<file path="config.mk">
export PLATFORM = sky130hd
export DESIGN_NAME = auto_power_mode_scheduler
export DESIGN_NICKNAME = d
export VERILOG_FILES = /design/src/hw/power_mode_pkg.sv /design/src/hw/auto_power_mode_scheduler.sv
export SDC_FILE = /design/constraint.sdc
export NUM_CORES = 1
export LEC_CHECK = 0
export ABC_AREA = 0
export BUFFER_PORTS_ARGS = -buffer_cell sky130_fd_sc_hd__buf_2
export CAP_MARGIN = 20
export CORE_ASPECT_RATIO = 2
export CORE_MARGIN = 4
export CORE_UTILIZATION = 35
export CTS_CLUSTER_DIAMETER = 100
export DETAILED_ROUTE_END_ITERATION = 10
export GPL_ROUTABILITY_DRIVEN = 0
export PLACE_DENSITY = 0.52
export SETUP_SLACK_MARGIN = 0.3
export SLEW_MARGIN = 20
export SYNTH_ARGS = -nofsm -noshare
export SYNTH_HDL_FRONTEND = slang
export SYNTH_SLANG_ARGS = --single-unit
</file>
<file path="constraint.sdc">
create_clock -name clock -period 7.2 [get_ports clock]
set_clock_uncertainty 0.15 [all_clocks]
set_input_delay 0.72 -clock clock [delete_from_list [all_inputs] [get_ports clock]]
set_output_delay 0.72 -clock clock [all_outputs]
set_load 0.005 [all_outputs]
</file>
<file path="src/hw/power_mode_pkg.sv">
// Constants and types shared by the power mode scheduler
package power_mode_pkg;
  localparam logic [7:0] GEN_SETTINGS_OFS = 8'h80;
  localparam logic [7:0] REPORT_RATES_OFS = 8'h83;
  localparam logic [7:0] MODE_TIMER_OFS = 8'h84;
  localparam int AUTO_EN_BIT = 5;
  localparam int MIN_EN_BIT = 4;
  localparam int MIN_DIV_LSB = 0;
  localparam int MIN_DIV_W = 3;
  localparam int MODE_RD_LSB = 8;
  localparam int TIMER_FIELD_LSB = 8;
  localparam logic [15:0] GEN_SETTINGS_RST = 16'h0020;
  localparam logic [15:0] REPORT_RATES_RST = 16'h4010;
  localparam logic [15:0] MODE_TIMER_RST = 16'h0A00;
  localparam int CLOCK_MHZ = 100;
  localparam int MS_TICK_NS = 1000000;
  localparam int MS_TICK_CYCLES = MS_TICK_NS * CLOCK_MHZ / 1000;
  localparam int TIMER_UNIT_MS = 512;

  typedef enum logic [1:0] {
    FULL_RATE_SCAN_STATE,
    REDUCED_RATE_SCAN_STATE,
    MINIMAL_SCAN_STATE
  } scan_state_t;

  typedef struct packed {
    logic start;
    logic [7:0] mask;
  } conv_req_t;
endpackage

</file>
<file path="src/hw/auto_power_mode_scheduler.sv">
// Time and event driven scan mode scheduler
`timescale 1ns/100ps
module auto_power_mode_scheduler #(
  parameter int MS_CYCLES = power_mode_pkg::MS_TICK_CYCLES,
  parameter int CHANNELS = 8
) (
  input wire logic clock,
  input wire logic resetn,
  input wire logic reg_wr,
  input wire logic [7:0] reg_addr,
  input wire logic [15:0] reg_wdata,
  output logic [15:0] reg_rdata,
  input wire logic [CHANNELS-1:0] chan_enable,
  input wire logic [CHANNELS-1:0] chan_event,
  output power_mode_pkg::conv_req_t conv_req,
  output logic [1:0] scan_mode
);
  // The masks below are built for eight channels only
  if (CHANNELS != 8 || MS_CYCLES < 2) begin : g_param_check
    $error("auto_power_mode_scheduler: unsupported parameters");
  end

  logic [15:0] gen_settings_ff;
  logic [15:0] report_rates_ff;
  logic [15:0] mode_timer_ff;
  logic [15:0] reg_rdata_ff;
  power_mode_pkg::scan_state_t state_ff;
  power_mode_pkg::scan_state_t nxt_state;
  power_mode_pkg::conv_req_t conv_ff;
  power_mode_pkg::conv_req_t nxt_conv;
  logic [31:0] tick_cnt_ff;
  logic [16:0] quiet_cnt_ff;
  logic [7:0] rate_cnt_ff;
  logic [2:0] min_cnt_ff;

  // Register access at the mapped offsets
  wire wr_gen = reg_wr && reg_addr == power_mode_pkg::GEN_SETTINGS_OFS;
  wire wr_rate = reg_wr && reg_addr == power_mode_pkg::REPORT_RATES_OFS;
  wire wr_timer = reg_wr && reg_addr == power_mode_pkg::MODE_TIMER_OFS;
  wire auto_en = gen_settings_ff[power_mode_pkg::AUTO_EN_BIT];
  wire min_en = gen_settings_ff[power_mode_pkg::MIN_EN_BIT];
  wire [2:0] min_div_field =
    gen_settings_ff[power_mode_pkg::MIN_DIV_LSB +: power_mode_pkg::MIN_DIV_W];
  wire [7:0] timer_field = mode_timer_ff[power_mode_pkg::TIMER_FIELD_LSB +: 8];
  wire [16:0] quiet_limit = 17'(timer_field) * 17'(power_mode_pkg::TIMER_UNIT_MS);
  wire [15:0] gen_rd = {gen_settings_ff[15:10], state_ff, gen_settings_ff[7:0]};
  wire [15:0] rd_mux =
    reg_addr == power_mode_pkg::GEN_SETTINGS_OFS ? gen_rd :
    reg_addr == power_mode_pkg::REPORT_RATES_OFS ? report_rates_ff :
    reg_addr == power_mode_pkg::MODE_TIMER_OFS ? mode_timer_ff : 16'h0000;

  // Millisecond timebase
  wire ms_tick = tick_cnt_ff == 32'(MS_CYCLES - 1);
  wire any_event = |(chan_event & chan_enable);
  // A zero timer field never steps down, so a cleared field holds the current scan mode
  wire quiet_done = timer_field != 8'h00 && quiet_cnt_ff >= quiet_limit;

  // Interval in ms, zero treated as one so scanning never stops
  wire [7:0] rate_sel = state_ff == power_mode_pkg::FULL_RATE_SCAN_STATE ?
    report_rates_ff[7:0] : report_rates_ff[15:8];
  wire [7:0] interval = rate_sel == 8'h00 ? 8'h01 : rate_sel;
  wire rate_due = ms_tick && (rate_cnt_ff + 8'h01) >= interval;
  wire [2:0] min_last = min_div_field == 3'h0 ? 3'h0 : min_div_field - 3'h1;
  wire [7:0] min_mask = min_cnt_ff == 3'h0 ? chan_enable : (chan_enable & 8'h01);

  always_comb begin
    nxt_state = state_ff;
    if (!auto_en) begin
      nxt_state = power_mode_pkg::FULL_RATE_SCAN_STATE;
    end else if (any_event) begin
      nxt_state = power_mode_pkg::FULL_RATE_SCAN_STATE;
    end else if (quiet_done) begin
      case (state_ff)
        power_mode_pkg::FULL_RATE_SCAN_STATE: begin
          nxt_state = power_mode_pkg::REDUCED_RATE_SCAN_STATE;
        end
        power_mode_pkg::REDUCED_RATE_SCAN_STATE: begin
          if (min_en) begin
            nxt_state = power_mode_pkg::MINIMAL_SCAN_STATE;
          end
        end
        default: nxt_state = state_ff;
      endcase
    end
  end

  wire mode_change = nxt_state != state_ff;
  wire wake = mode_change && nxt_state == power_mode_pkg::FULL_RATE_SCAN_STATE;

  always_comb begin
    nxt_conv.start = 1'b0;
    nxt_conv.mask = 8'h00;
    if (wake) begin
      nxt_conv.start = 1'b1;
      nxt_conv.mask = chan_enable;
    end else if (!mode_change && rate_due) begin
      nxt_conv.start = 1'b1;
      case (state_ff)
        power_mode_pkg::MINIMAL_SCAN_STATE: nxt_conv.mask = min_mask;
        default: nxt_conv.mask = chan_enable;
      endcase
    end
  end

  always_ff @(posedge clock or negedge resetn) begin
    if (!resetn) begin
      gen_settings_ff <= power_mode_pkg::GEN_SETTINGS_RST;
      report_rates_ff <= power_mode_pkg::REPORT_RATES_RST;
      mode_timer_ff <= power_mode_pkg::MODE_TIMER_RST;
      reg_rdata_ff <= 16'h0000;
    end else begin
      if (wr_gen) gen_settings_ff <= reg_wdata;
      if (wr_rate) report_rates_ff <= reg_wdata;
      if (wr_timer) mode_timer_ff <= reg_wdata;
      reg_rdata_ff <= rd_mux;
    end
  end

  always_ff @(posedge clock or negedge resetn) begin
    if (!resetn) begin
      state_ff <= power_mode_pkg::FULL_RATE_SCAN_STATE;
      conv_ff <= '0;
      tick_cnt_ff <= 32'h0000_0000;
    end else begin
      state_ff <= nxt_state;
      conv_ff <= nxt_conv;
      tick_cnt_ff <= ms_tick ? 32'h0000_0000 : tick_cnt_ff + 32'h0000_0001;
    end
  end

  // Quiet timer saturates so a long idle does not wrap back below the limit
  always_ff @(posedge clock or negedge resetn) begin
    if (!resetn) begin
      quiet_cnt_ff <= 17'h0_0000;
    end else if (any_event || mode_change) begin
      quiet_cnt_ff <= 17'h0_0000;
    end else if (ms_tick && quiet_cnt_ff != 17'h1_FFFF) begin
      quiet_cnt_ff <= quiet_cnt_ff + 17'h0_0001;
    end
  end

  always_ff @(posedge clock or negedge resetn) begin
    if (!resetn) begin
      rate_cnt_ff <= 8'h00;
      min_cnt_ff <= 3'h0;
    end else if (mode_change) begin
      rate_cnt_ff <= 8'h00;
      min_cnt_ff <= 3'h0;
    end else if (rate_due) begin
      rate_cnt_ff <= 8'h00;
      if (state_ff == power_mode_pkg::MINIMAL_SCAN_STATE) begin
        min_cnt_ff <= min_cnt_ff >= min_last ? 3'h0 : min_cnt_ff + 3'h1;
      end
    end else if (ms_tick) begin
      rate_cnt_ff <= rate_cnt_ff + 8'h01;
    end
  end

  assign reg_rdata = reg_rdata_ff;
  assign conv_req = conv_ff;
  assign scan_mode = state_ff;

  chk_start_full_auto: assert property (@(posedge clock)
    $rose(resetn) |-> state_ff == power_mode_pkg::FULL_RATE_SCAN_STATE && auto_en)
    else $error("not full rate with auto on after reset");
  chk_full_to_reduced: assert property (@(posedge clock) disable iff (!resetn)
    state_ff == power_mode_pkg::FULL_RATE_SCAN_STATE && auto_en && quiet_done
      && !any_event |=> state_ff == power_mode_pkg::REDUCED_RATE_SCAN_STATE)
    else $error("full rate did not step down after quiet period");
  chk_reduced_to_min: assert property (@(posedge clock) disable iff (!resetn)
    state_ff == power_mode_pkg::REDUCED_RATE_SCAN_STATE && auto_en && quiet_done
      && !any_event |=> state_ff == (min_en ? power_mode_pkg::MINIMAL_SCAN_STATE
      : power_mode_pkg::REDUCED_RATE_SCAN_STATE))
    else $error("reduced rate step wrong");
  chk_quiet_units: assert property (@(posedge clock) disable iff (!resetn)
    state_ff != power_mode_pkg::FULL_RATE_SCAN_STATE && $changed(state_ff) && !$past(any_event)
      && $past(auto_en) |-> $past(quiet_cnt_ff) >= {$past(timer_field), 9'h000})
    else $error("step down before quiet period");
  chk_event_wake: assert property (@(posedge clock) disable iff (!resetn)
    any_event && auto_en && state_ff != power_mode_pkg::FULL_RATE_SCAN_STATE |=>
      state_ff == power_mode_pkg::FULL_RATE_SCAN_STATE && conv_ff.start
      && conv_ff.mask == $past(chan_enable))
    else $error("event did not wake to full rate");
  chk_timer_restart: assert property (@(posedge clock) disable iff (!resetn)
    any_event |=> quiet_cnt_ff == 17'h0_0000)
    else $error("quiet timer not restarted");
  chk_auto_off: assert property (@(posedge clock) disable iff (!resetn)
    !auto_en |=> state_ff == power_mode_pkg::FULL_RATE_SCAN_STATE)
    else $error("mode moved with auto switching off");
  chk_min_mask: assert property (@(posedge clock) disable iff (!resetn)
    conv_ff.start && $past(state_ff) == power_mode_pkg::MINIMAL_SCAN_STATE
      && $past(state_ff) == state_ff && $past(min_cnt_ff) != 3'h0
      |-> conv_ff.mask == ($past(chan_enable) & 8'h01))
    else $error("minimal state converted extra channels");
  chk_full_mask: assert property (@(posedge clock) disable iff (!resetn)
    conv_ff.start && $past(state_ff) != power_mode_pkg::MINIMAL_SCAN_STATE
      |-> conv_ff.mask == $past(chan_enable))
    else $error("full or reduced conversion mask wrong");
  chk_reduced_mask: assert property (@(posedge clock) disable iff (!resetn)
    conv_ff.start && $past(state_ff) == power_mode_pkg::REDUCED_RATE_SCAN_STATE
      |-> conv_ff.mask == $past(chan_enable))
    else $error("reduced rate conversion mask wrong");
  chk_min_full_cycle: assert property (@(posedge clock) disable iff (!resetn)
    conv_ff.start && $past(state_ff) == power_mode_pkg::MINIMAL_SCAN_STATE
      && $past(state_ff) == state_ff && $past(min_cnt_ff) == 3'h0
      |-> conv_ff.mask == $past(chan_enable))
    else $error("minimal state skipped full conversion");
endmodule

</file>
# [Yosys cells after proc, flatten, opt, wreduce, memory -nomap -nowiden]
# Cells that the tools add are included.
[word_totals] regBits=135 out_inout_bits=27
[op_classes] add_sub_neg=5 n_lt_le_gt_ge=3 n_eq_ne=8 n_mux=25 n_bitwise=1 n_reduce_logical=22
[ops] operator="8-bit 2-to-1 mux" n=7
[ops] operator="16-bit 2-to-1 mux" n=3
[ops] operator="17-bit 2-to-1 mux" n=2
[ops] operator="32-bit by 1-bit adder with 32-bit output, second input constant" n=1
[ops] operator="32-bit by 17-bit equality test with 1-bit output, second input constant" n=1
[ops] operator="32-bit 2-to-1 mux" n=1
[ops] operator="8-bit equality test, second input constant" n=3
[ops] operator="9-bit 2-to-1 mux" n=2
[ops] operator="17-bit by 1-bit adder with 17-bit output, second input constant" n=1
[ops] operator="17-bit >= comparator" n=1
[ops] operator="17-bit != test, second input constant" n=1
[ops] operator="3-bit 2-to-1 mux" n=5
[ops] operator="8-bit by 1-bit adder with 8-bit output, second input constant" n=1
[ops] operator="8-bit AND" n=1
[ops] operator="8-bit >= comparator" n=1
[ops] operator="1-bit logical AND" n=8
[ops] operator="8-bit logical NOT" n=1
[ops] operator="2-bit 2-to-1 mux" n=4
[ops] operator="8-bit nonzero test" n=1
[ops] operator="8-bit OR reduction" n=1
[ops] operator="3-bit logical NOT" n=2
[ops] operator="2-bit nonzero test" n=3
[ops] operator="2-bit logical NOT" n=2
[ops] operator="2-bit case mux with 2 select lines" n=1
[ops] operator="other kinds (10)" n=10

# [Logic depth before layout (Yosys ltp)]
# Gate-level depths: netlist (run 1).
[logic_depth] depth_word=10 depth_mapped=12 mapped_depth_nobuf=11

# [Least setup slack after synthesis (run 1)]
# Ideal clock, no wire load.
[synth_path] path_kind="reg-to-reg" startpoint="register state_ff[0], in the netlist scan_mode[0]" endpoint="register min_cnt_ff[2]" setup_time_ps=78 t_arrival_ps=2971 path_slack_ps=4001 stages_incl_launch_ff=13 path_cell_list="dfrtp_1 > clkbuf_1 > nor2_1 > mux2i_1 > nand4_1 > o21ai_0 > ha_1 > nand2b_1 > a211oi_1 > o221ai_2 > nand4_2 > or4_1 > a21oi_1"
[synth_between] elab_chain_len=8 elab_cells_between_ends=18
[synth_rtl] item="start: declaration" line_no="auto_power_mode_scheduler.sv:27" source="power_mode_pkg::scan_state_t state_ff;"
[synth_rtl] item="start signal: assignment" line_no="auto_power_mode_scheduler.sv:121" source="state_ff <= power_mode_pkg::FULL_RATE_SCAN_STATE;"
[synth_rtl] item="start signal: assignment" line_no="auto_power_mode_scheduler.sv:125" source="state_ff <= nxt_state;"
[synth_rtl] item="2-bit logical NOT, or another cell as far along" line_no="auto_power_mode_scheduler.sv:59, auto_power_mode_scheduler.sv:73"
[synth_rtl] item="8-bit 2-to-1 mux / 2-bit case mux with 2 select lines (equally long branches)" line_no="auto_power_mode_scheduler.sv:59, auto_power_mode_scheduler.sv:73"
[synth_rtl] item="8-bit logical NOT / 2-bit 2-to-1 mux (equally long branches)" line_no="auto_power_mode_scheduler.sv:61, auto_power_mode_scheduler.sv:72"
[synth_rtl] item="8-bit 2-to-1 mux / 2-bit 2-to-1 mux (equally long branches)" line_no="auto_power_mode_scheduler.sv:61, auto_power_mode_scheduler.sv:70"
[synth_rtl] item="8-bit >= comparator / 2-bit 2-to-1 mux (equally long branches)" line_no="auto_power_mode_scheduler.sv:62, auto_power_mode_scheduler.sv:68"
[synth_rtl] item="1-bit logical AND / 2-bit != test (equally long branches)" line_no="auto_power_mode_scheduler.sv:62, auto_power_mode_scheduler.sv:87"
[synth_rtl] item="2-bit nonzero test (no source line)"
[synth_rtl] item="2-bit AND reduction (no source line)"
[synth_rtl] item="end signal: assignment" line_no="auto_power_mode_scheduler.sv:152" source="min_cnt_ff <= min_cnt_ff >= min_last ? 3'h0 : min_cnt_ff + 3'h1;"
[synth_rtl] item="end: declaration" line_no="auto_power_mode_scheduler.sv:34" source="logic [2:0] min_cnt_ff;"
# Parallel ways exist; a longest one is shown, timed or not.
# A chain may end at the register's enable or synchronous reset.

# [Final worst setup path (run 1)]
# Same ends and word-level chain as after synthesis.

==> impl_metrics.py, run 1 <==
metrics = {
    "run_status": {
        "outcome": "finished clean",
    },
    "placed_design": {
        "io_buffers": 69,
        "dpl.hpwl_um": 11900,
    },
    "hold_path": {
        "worstHoldPathType": "input port to asynchronous set/reset pin",
    },
    "clocking": {
        "hold_buffers": 0,
        "cts.htree.levels": 4,
        "path_clk_slew_ns": 0.06,
        "cts_buffer_depth": 2,
        "cts_setup_buffers": 0,
        "numCtsBuffers": 17,
        "clock_insertion_delay_worst_skew_ns": 0.42,
        "cts_root_buffer": "clkbuf_16",
        "ctsResizeCount": 0,
        "clock_sinks": 133,
        "cts_tree": "done",
    },
    "timing": {
        "setup_viol": 0,
        "fin_crit_ns": 3.62,
        "fmaxAchievable_ghz": 0.276,
        "relSlewSlack_pct": 36.3,
        "tightest_slew_ns": 0.952,
        "rsz0062_at_grt": "no",
        "slew_violations": 0,
        "tns_ns": 0,
        "finalCritPeriodShare_pct": 50.3,
        "finalHoldViolCount": 0,
    },
    "layout": {
        "postLayoutCoreUtil_pct": 42.4,
        "drive_above_1_share_pct": 24.0,
        "multi_input_area_um2": 3000,
        "num-fill-cells": 1720,
        "final_nets": 737,
        "regArea_um2": 3330,
        "antenna_cells": 0,
        "syn_to_final_growth_pct": 19.1,
    },
    "yosys": {
        "synth_cell_type_count": 50,
        "yosys-top-cells-count": "dfrtp_1, mux2_2, nor2_1",
        "synth_seq_cells": 133,
        "synth.area.mux_share_pct": 9.63,
        "synth_most_common_cell": "dfrtp_1",
        "synth-xor-area-share_pct": 6.58,
        "yosysTopAreaCell": "dfrtp_1",
        "synth_top_family_by_area": "simple AND/OR/NAND/NOR gates",
        "synth_edf_count": 0,
        "avgSynthCellArea_um2": 11.1,
        "postSynth.asyncResetShare_pct": 100,
        "syn-num-nets": 657,
        "synth-simple-area-share_pct": 17.2,
        "syn_area_um2": 6520,
        "synth_compound_area_share_pct": 7.21,
        "syn_inst": 586,
        "ys.warnings.count": 0,
        "synthFlopType": "dfrtp_1",
        "yosys-top-cells-area": "dfrtp_1, mux2_2, ha_1",
        "yosysSeqAreaShare_pct": 51.1,
        "synth-adder-area-share_pct": 5.37,
        "synth_top_area_share_pct": 49.1,
    },
    "global_routing": {
        "first_global_vias": 5101,
        "antenna_found_initial": 0,
        "grt_max_degree": 75,
        "grt_first_pass_wirelength_um": 26600,
        "grtUsageTotal_pct": 16.1,
        "overflow": 0,
    },
    "floorplanning": {
        "die_h_um": 201,
        "core_um2": 18300,
        "rows": 70,
        "start_util_pct": 35.6,
        "chipWidth_um": 105,
        "io_pins": 70,
        "dieArea_um2": 21000,
    },
    "pwr": {
        "seq_power_share_pct": 40.4,
        "netSwitchingFraction_pct": 25.4,
        "intPower_mw": 1.46,
        "ir_drop_v": 0.000124,
        "clkPwrFrac_pct": 47.3,
        "p_leak_nw": 3.91,
        "power_frac_comb_pct": 12.4,
        "p_per_area_nw_per_um2": 252,
        "p_switching_uw": 497,
    },
    "detailed_routing": {
        "drt_iter0_markers": 292,
        "wl_per_cell_um": 17.9,
        "drtPass1Iterations": 6,
        "wl_um": 16000,
        "vias": 4773,
        "routed_via_density": 5.33,
        "drc": 0,
        "ant_nets": 0,
    },
    "worst_setup_path": {
        "worstPathArrival_ns": 3.82,
        "worstSetupPathType": "register to register",
        "r2r_cells": 11,
        "worstSetupStartpointType": "register",
        "cp-end-kind": "register",
        "startpoint": "scan_mode[0]",
        "r2r_slack_ns": 3.58,
        "required_ns": 7.40,
        "rr_startpoint": "scan_mode[0]",
        "crit_end": "min_cnt_ff[2]",
        "reg2reg_to": "min_cnt_ff[2]",
        "worstPathMaxFanout": 9,
    },
    "job": {
        "cap_violations": 0,
    },
}
## placed cells by master, fill, tap and decap left out, drive strengths merged, types with 5 or more instances in the layout
cell,Yosys,final
dfrtp,128,128
buf,2,75
mux2,46,46
nor2,42,42
inv,36,37
nand2,34,34
nand3,32,32
ha,28,28
xor2,26,26
xnor2,23,23
and3,21,21
clkbuf,12,21
a21oi,20,20
a222oi,16,16
nand4,15,15
o21ai,12,12
nor4,12,12
mux2i,11,11
nor3,8,8
and2,6,6
nand2b,6,6
and4,5,5
dfstp,5,5
## routing by layer
metal	vias up	track usage, %	wire length, um
li1	2267	-	-
met1	2390	15.4	5580
met2	90	31.4	9390
met3	26	3.60	544
met4	0	8.04	521
met5	-	0	0
## cells by family after synthesis
kind of cell / count (synthesis)
adder cells (fa/ha/maj): 28
AO/OA/AOI/OAI: 66
multiplexers: 57
XOR/XNOR: 49
flip-flops: 133
AND/OR/NAND/NOR: 203
buffers and inverters: 50
## cell type report
class	count	area share [%]
clock buffers	21	5.93
multi-input cells	403	38.6
clock inverters	11	2.24
inverters	36	1.74
well taps	216	3.48
repair buffers	75	5.10
flip-flops and latches	133	42.9
## worst min path at each step
stage | startpoint | endpoint | depth (start not counted) | slack (ns)
floorplan | resetn | conv_req[0] | 0 | 0.27
global placement | mode_timer_ff[1] | reg_rdata[1] | 2 | 0.31
detailed placement | mode_timer_ff[1] | reg_rdata[1] | 2 | 0.33
CTS | resetn | report_rates_ff[2] | 1 | 0.13
global route | resetn | mode_timer_ff[2] | 1 | 0.16
finish | resetn | report_rates_ff[2] | 1 | 0.12
## flip-flops by register name, indices dropped and copies added (netlist names)
register / cells
mode_timer_ff: 16
min_cnt_ff: 3
gen_settings_ff: 14
tick_cnt_ff: 32
conv_req: 9
quiet_cnt_ff: 17
rate_cnt_ff: 8
scan_mode: 2
report_rates_ff: 16
reg_rdata: 16
## stage by stage
step	power, mW	std cells	hold slack [ns]	setup slack (ns)	instance area [um^2]
after floorplan	0.962	586	0.274	4.00	6520
after global placement	1.04	863	0.311	3.63	7140
final	1.96	895	0.117	3.58	7770
after CTS	1.98	895	0.132	3.54	7770
after detailed placement	1.05	863	0.330	3.55	7140
after global routing	2.05	895	0.156	3.27	7770
## power groups by stage
stage | Combinational (mW) | Clock [mW] | Sequential [mW]
6_report | 0.242 | 0.925 | 0.789
5_1_grt | 0.277 | 0.981 | 0.792
4_1_cts | 0.248 | 0.947 | 0.789
3_5_place_dp | 0.246 | 0 | 0.803
3_3_place_gp | 0.240 | 0 | 0.802
2_1_floorplan | 0.168 | 0 | 0.794
## critical path: stages, from the launching register on
cell,delay [ns]
dfrtp_1,0.47
nor2_1,0.68
mux2i_1,0.35
nand3_1,0.13
o21ai_0,0.20
ha_1,0.14
nand2b_1,0.09
a211oi_1,0.09
o221ai_2,0.34
nand4_2,0.22
or4_1,0.53
a21oi_1,0.15
No activity file was read; power rests on OpenSTA's default activity.
==> run 2, diff against run 1 <==
==> constraint.sdc (replaced) <==
create_clock -name clock -period 3.4 [get_ports clock]
set_clock_uncertainty 0.15 [all_clocks]
set_input_delay 0.34 -clock clock [delete_from_list [all_inputs] [get_ports clock]]
set_output_delay 0.34 -clock clock [all_outputs]
set_load 0.005 [all_outputs]
==> run 2 against run 1 <==
Net effect:
- via count rose by 1.7%
- count of clock-buffer cells in the layout decreased by 1
- worst setup slack lost 3.1 ns
- register-to-register slack got worse by 3.1 ns
- die area did not move
- total power rose by 110%
- sequential power up 110%
- clock power up 95%
- largest power group unchanged
==> impl_metrics.py, run 2 (synthesis results as in run 1) <==
metrics = {
    "run_status": {
        "outcome": "finished clean",
    },
    "detailed_routing": {
        "ant_nets": 0,
        "drc": 0,
        "drtPass1Iterations": 5,
        "vias": 4856,
        "routed_via_density": 5.34,
        "drt_iter0_markers": 246,
        "wl_per_cell_um": 17.7,
        "wl_um": 16100,
    },
    "timing": {
        "finalHoldViolCount": 0,
        "setup_viol": 0,
        "relSlewSlack_pct": 41.3,
        "fmaxAchievable_ghz": 0.337,
        "fin_ws_ns": 0.429,
        "rsz0062_at_grt": "no",
        "finalCritPeriodShare_pct": 87.4,
        "fin_crit_ns": 2.97,
        "tightest_slew_ns": 0.878,
        "slew_violations": 0,
        "tns_ns": 0,
    },
    "clocking": {
        "cts_root_buffer": "clkbuf_16",
        "cts_buffer_depth": 2,
        "clock_sinks": 133,
        "cts.htree.levels": 4,
        "numCtsBuffers": 17,
        "path_clk_slew_ns": 0.05,
        "clock_insertion_delay_worst_skew_ns": 0.41,
        "cts_tree": "done",
    },
    "global_routing": {
        "grtUsageMet3_pct": 3.22,
        "grt_max_degree": 77,
        "antenna_found_initial": 0,
        "use_met2_pct": 31.8,
        "busiest_layer": "met2",
        "overflow": 0,
        "grtUsageMet1_pct": 15.0,
        "grt_first_pass_wirelength_um": 26000,
        "first_global_vias": 5041,
        "grtUsageTotal_pct": 15.7,
    },
    "floorplanning": {
        "chipWidth_um": 105,
        "rows": 70,
        "start_util_pct": 35.6,
        "dieArea_um2": 21000,
        "core_um2": 18300,
        "io_pins": 70,
        "die_h_um": 201,
    },
    "worst_setup_path": {
        "required_ns": 3.58,
        "worstSetupPathType": "register to register",
        "worstPathArrival_ns": 3.15,
        "worstSetupStartpointType": "register",
        "cp-end-kind": "register",
        "worstPathMaxFanout": 8,
    },
    "pwr": {
        "p_leak_nw": 3.92,
        "p_total_mw": 4.06,
        "ir_drop_v": 0.000253,
        "p_per_area_nw_per_um2": 510,
    },
    "layout": {
        "mostFrequentLayoutCell": "dfrtp_1",
        "num-fill-cells": 1712,
        "multi_input_area_um2": 3100,
        "largest_reg_flops": 32,
        "antenna_cells": 0,
        "drive_above_1_share_pct": 27.7,
        "max_flop_register": "tick_cnt_ff",
        "final_nets": 752,
        "regArea_um2": 3340,
        "reg_top3": "tick_cnt_ff x32, quiet_cnt_ff x17",
        "syn_to_final_growth_pct": 21.9,
        "final_cell_mix": "dfrtp_1, buf_2, mux2_2",
    },
    "job": {
        "cap_violations": 0,
    },
    "placed_design": {
        "io_buffers": 69,
        "place_ws_ns": 0.182,
        "dpl.hpwl_um": 12100,
    },
    "hold_path": {
        "worstHoldPathType": "input port to register",
    },
}
run 2: path summary, 6_finish.rpt:
path	startpoint	end	slack, ns	cells past startpoint
hold reg to reg	mode_timer_ff[2]	reg_rdata[2]	0.34	2
min in group asynchronous	resetn	gen_settings_ff[0]	0.36	2
setup reg to reg	scan_mode[1]	min_cnt_ff[0]	0.43	13
hold / removal	chan_enable[7]	conv_req[7]	0.03	2
setup / recovery	scan_mode[1]	min_cnt_ff[0]	0.43	13
max in group asynchronous	resetn	tick_cnt_ff[3]	1.94	3
run 2: what timing repair did:
action,in CTS,in global routing
gates resized for setup,1,20
setup endpoints to repair,18,20
hold buffers,2,0
hold endpoints to repair,69,0
buffers inserted,2,4
pin swaps,1,3
run 2: cell type report:
type | instances | share of cell area, %
Sequential cell | 133 | 41.9
Clock inverter | 12 | 1.64
Timing Repair Buffer | 90 | 6.62
Multi-Input combinational cell | 403 | 39.0
Clock buffer | 20 | 5.74
Inverter | 36 | 1.70
Tap cell | 216 | 3.40
run 2: power by group:
part,switching [mW],total (mW),internal (mW),leakage (nW)
Combinational,0.338,0.584,0.246,1.88
Sequential,0.0486,1.68,1.63,1.76
Clock,0.681,1.80,1.12,0.286
Total,1.07,4.06,2.99,3.92
run 2: routing by layer:
layer | up-vias | wire length [um]
li1 | 2297 | -
met1 | 2457 | 5830
met2 | 78 | 9540
met3 | 24 | 395
met4 | 0 | 352
met5 | - | 0
run 2: per-stage QoR:
stage | utilization, % | hold WS, ns | area (um^2) | std cells
final | 43.5 | 0.0308 | 7950 | 910
after global routing | 43.5 | 0.0227 | 7950 | 910
after CTS | 42.7 | 0.00858 | 7820 | 906
after detailed placement | 39.3 | 0.255 | 7190 | 870
after global placement | 39.3 | 0.246 | 7190 | 870
after floorplan | - | -0.106 | 6530 | 586
run 2: critical path: stages (launching register included):
cell      delay [ns]
dfrtp_1         0.40
nor2_4          0.13
buf_12          0.16
buf_4           0.13
mux2i_2         0.20
o21ai_2         0.08
ha_1            0.27
nand2b_1        0.10
a211oi_1        0.09
o221ai_2        0.30
nand4_2         0.19
buf_4           0.18
or3_1           0.36
a21oi_2         0.14
==> run 3, diff against run 2 <==
--- a/config.mk
+++ b/config.mk
@@ -5,7 +5,7 @@
 export SDC_FILE = /design/constraint.sdc
 export NUM_CORES = 1
 export LEC_CHECK = 0
-export ABC_AREA = 0
+export ABC_AREA = 1
 export BUFFER_PORTS_ARGS = -buffer_cell sky130_fd_sc_hd__buf_2
 export CAP_MARGIN = 20
 export CORE_ASPECT_RATIO = 2
==> run 3 against run 2 <==
Net effect:
- via count rose by 30%
- non-clock buffer count is the same
- combinational power is 62% lower
- global-route usage up 2.9 points
- highest routed layer unchanged
- critical endpoint is now rate_cnt_ff[4]
- total power is 6.8% lower
- synthesized cell count is 59% higher
- design area up 11%
==> impl_metrics.py, run 3 <==
metrics = {
    "timing": {
        "finalCritPeriodShare_pct": 80.9,
        "hold-worst-slack_ns": 0.0227,
        "setup_viol": 0,
        "fin_crit_ns": 2.75,
        "relSlewSlack_pct": 50.9,
        "fin_ws_ns": 0.651,
        "tns_ns": 0,
        "slew_violations": 0,
        "finalHoldViolCount": 0,
        "tightest_slew_ns": 0.731,
        "fmaxAchievable_ghz": 0.364,
        "rsz0062_at_grt": "no",
    },
    "detailed_routing": {
        "routed_via_density": 4.81,
        "wl_per_cell_um": 15.8,
        "ant_nets": 0,
        "vias": 6292,
        "drtPass1Iterations": 5,
        "wl_um": 20700,
        "drt_iter0_markers": 251,
        "drc": 0,
    },
    "clocking": {
        "cts_setup_buffers": 0,
        "cts_root_buffer": "clkbuf_16",
        "cts_tree": "done",
        "clock_insertion_delay_worst_skew_ns": 0.44,
        "path_clk_slew_ns": 0.06,
        "numCtsBuffers": 17,
        "cts.htree.levels": 4,
        "clock_sinks": 133,
        "cts_buffer_depth": 2,
    },
    "placed_design": {
        "io_buffers": 69,
        "dp_cells": 1265,
        "placed_cell_area_um2": 8100,
        "place_ws_ns": 0.538,
        "dpl.hpwl_um": 16000,
    },
    "layout": {
        "layout.cells.non_filler": 1308,
        "mostFrequentLayoutCell": "nand2_1",
        "drive_above_1_share_pct": 15.0,
        "final_cell_mix": "nand2_1, inv_1, dfrtp_1",
        "num-fill-cells": 2147,
        "postLayoutCoreUtil_pct": 42.2,
        "syn_to_final_growth_pct": 19.6,
        "final_nets": 1097,
        "reg_top3": "tick_cnt_ff x32, quiet_cnt_ff x17",
        "antenna_cells": 0,
        "largest_reg_flops": 32,
        "max_flop_register": "tick_cnt_ff",
        "post-route-cell-area_um2": 8840,
    },
    "global_routing": {
        "first_global_vias": 6520,
        "antenna_found_initial": 0,
        "grt_max_degree": 75,
        "overflow": 0,
        "grt_first_pass_wirelength_um": 34300,
        "grtUsageTotal_pct": 18.7,
    },
    "yosys": {
        "synth_cell_type_count": 47,
        "synth_seq_cells": 133,
        "synth_edf_count": 0,
        "yosysTopAreaCell": "dfrtp_1",
        "postSynth.asyncResetShare_pct": 100,
        "yosys-top-cells-area": "dfrtp_1, nand2_1, inv_1",
        "ys.warnings.count": 0,
        "syn-num-nets": 1003,
        "syn_inst": 932,
        "yosys-top-cells-count": "nand2_1, inv_1, dfrtp_1",
        "synth_top_area_share_pct": 43.3,
        "avgSynthCellArea_um2": 7.93,
        "synthFlopType": "dfrtp_1",
        "yosysSeqAreaShare_pct": 45.1,
        "synth_most_common_cell": "nand2_1",
        "syn_area_um2": 7390,
    },
    "floorplanning": {
        "core_um2": 20900,
        "io_pins": 70,
        "die_h_um": 214,
        "chipWidth_um": 111,
        "start_util_pct": 35.3,
        "dieArea_um2": 23600,
        "rows": 75,
    },
    "worst_setup_path": {
        "worstSetupStartpointType": "register",
        "worstSetupPathType": "register to register",
        "worstPathMaxFanout": 16,
        "required_ns": 3.62,
        "worstPathArrival_ns": 2.97,
        "cp-end-kind": "register",
    },
    "hold_path": {
        "worstHoldPathType": "input port to register",
    },
    "pwr": {
        "p_total_mw": 3.78,
        "p_leak_nw": 4.44,
        "p_per_area_nw_per_um2": 428,
        "ir_drop_v": 0.000445,
    },
    "job": {
        "cap_violations": 0,
    },
    "run_status": {
        "outcome": "finished clean",
    },
}
-- run 3: layout make-up --
| class | instances | area, um^2 | share of cell area, % |
|---|---|---|---|
| Tap cell | 269 | 337 | 3.81 |
| Multi-Input combinational cell | 635 | 3440 | 38.9 |
| Timing Repair Buffer | 90 | 549 | 6.22 |
| Clock buffer | 21 | 470 | 5.32 |
| Clock inverter | 11 | 149 | 1.68 |
| Sequential cell | 133 | 3330 | 37.7 |
| Inverter | 149 | 562 | 6.36 |
-- run 3: what timing repair did --
action / CTS / global route
gates resized for setup: 0 / 2
hold buffers: 11 / 0
endpoints found under the hold margin: 80 / 0
setup endpoints to repair: 0 / 8
-- run 3: layer usage --
metal  global-route usage, %  part of all wire [%]  vias to the layer above
met2                    35.9                    56                      103
met1                    18.2                    36                     2944
met5                       0                     0                        -
li1                        -                     -                     3198
met3                    4.49                   2.9                       47
met4                    10.0                   5.0                        0
-- run 3: cells by family after synthesis --
logic type      synth area share, %
simple gates                   28.5
buf+inv                        8.55
compound gates                 8.79
flops                          45.1
xor+xnor                       4.27
fa+ha+maj                      4.74
-- run 3: path summary, 6_finish.rpt --
kind,startpoint,end,slack (ns),cells past startpoint
max,scan_mode[0],rate_cnt_ff[4],0.65,14
min,chan_enable[3],conv_req[3],0.02,3
max reg2reg,scan_mode[0],rate_cnt_ff[4],0.65,14
min reg2reg,gen_settings_ff[7],gen_settings_ff[7],0.33,2
max in group asynchronous,resetn,mode_timer_ff[11],1.90,3
min in group asynchronous,resetn,tick_cnt_ff[19],0.36,2
-- run 3: critical path, stage by stage, from the launching register on --
cell and delay [ns]:
dfrtp_1 0.48, nor2_1 0.08, buf_4 0.18, o21ai_0 0.24, nand4_1 0.14, o21ai_0 0.19
ha_1 0.17, nor2_1 0.04, o21ai_0 0.15, nand2_1 0.08, nand2_1 0.08, o2111ai_2 0.22
nor2_4 0.28, nand3_1 0.11, nand2_1 0.09
-- run 3: report_power, final --
| part | internal, mW | switching [mW] |
|---|---|---|
| Sequential | 1.61 | 0.0190 |
| Clock | 1.21 | 0.718 |
| Combinational | 0.0796 | 0.141 |
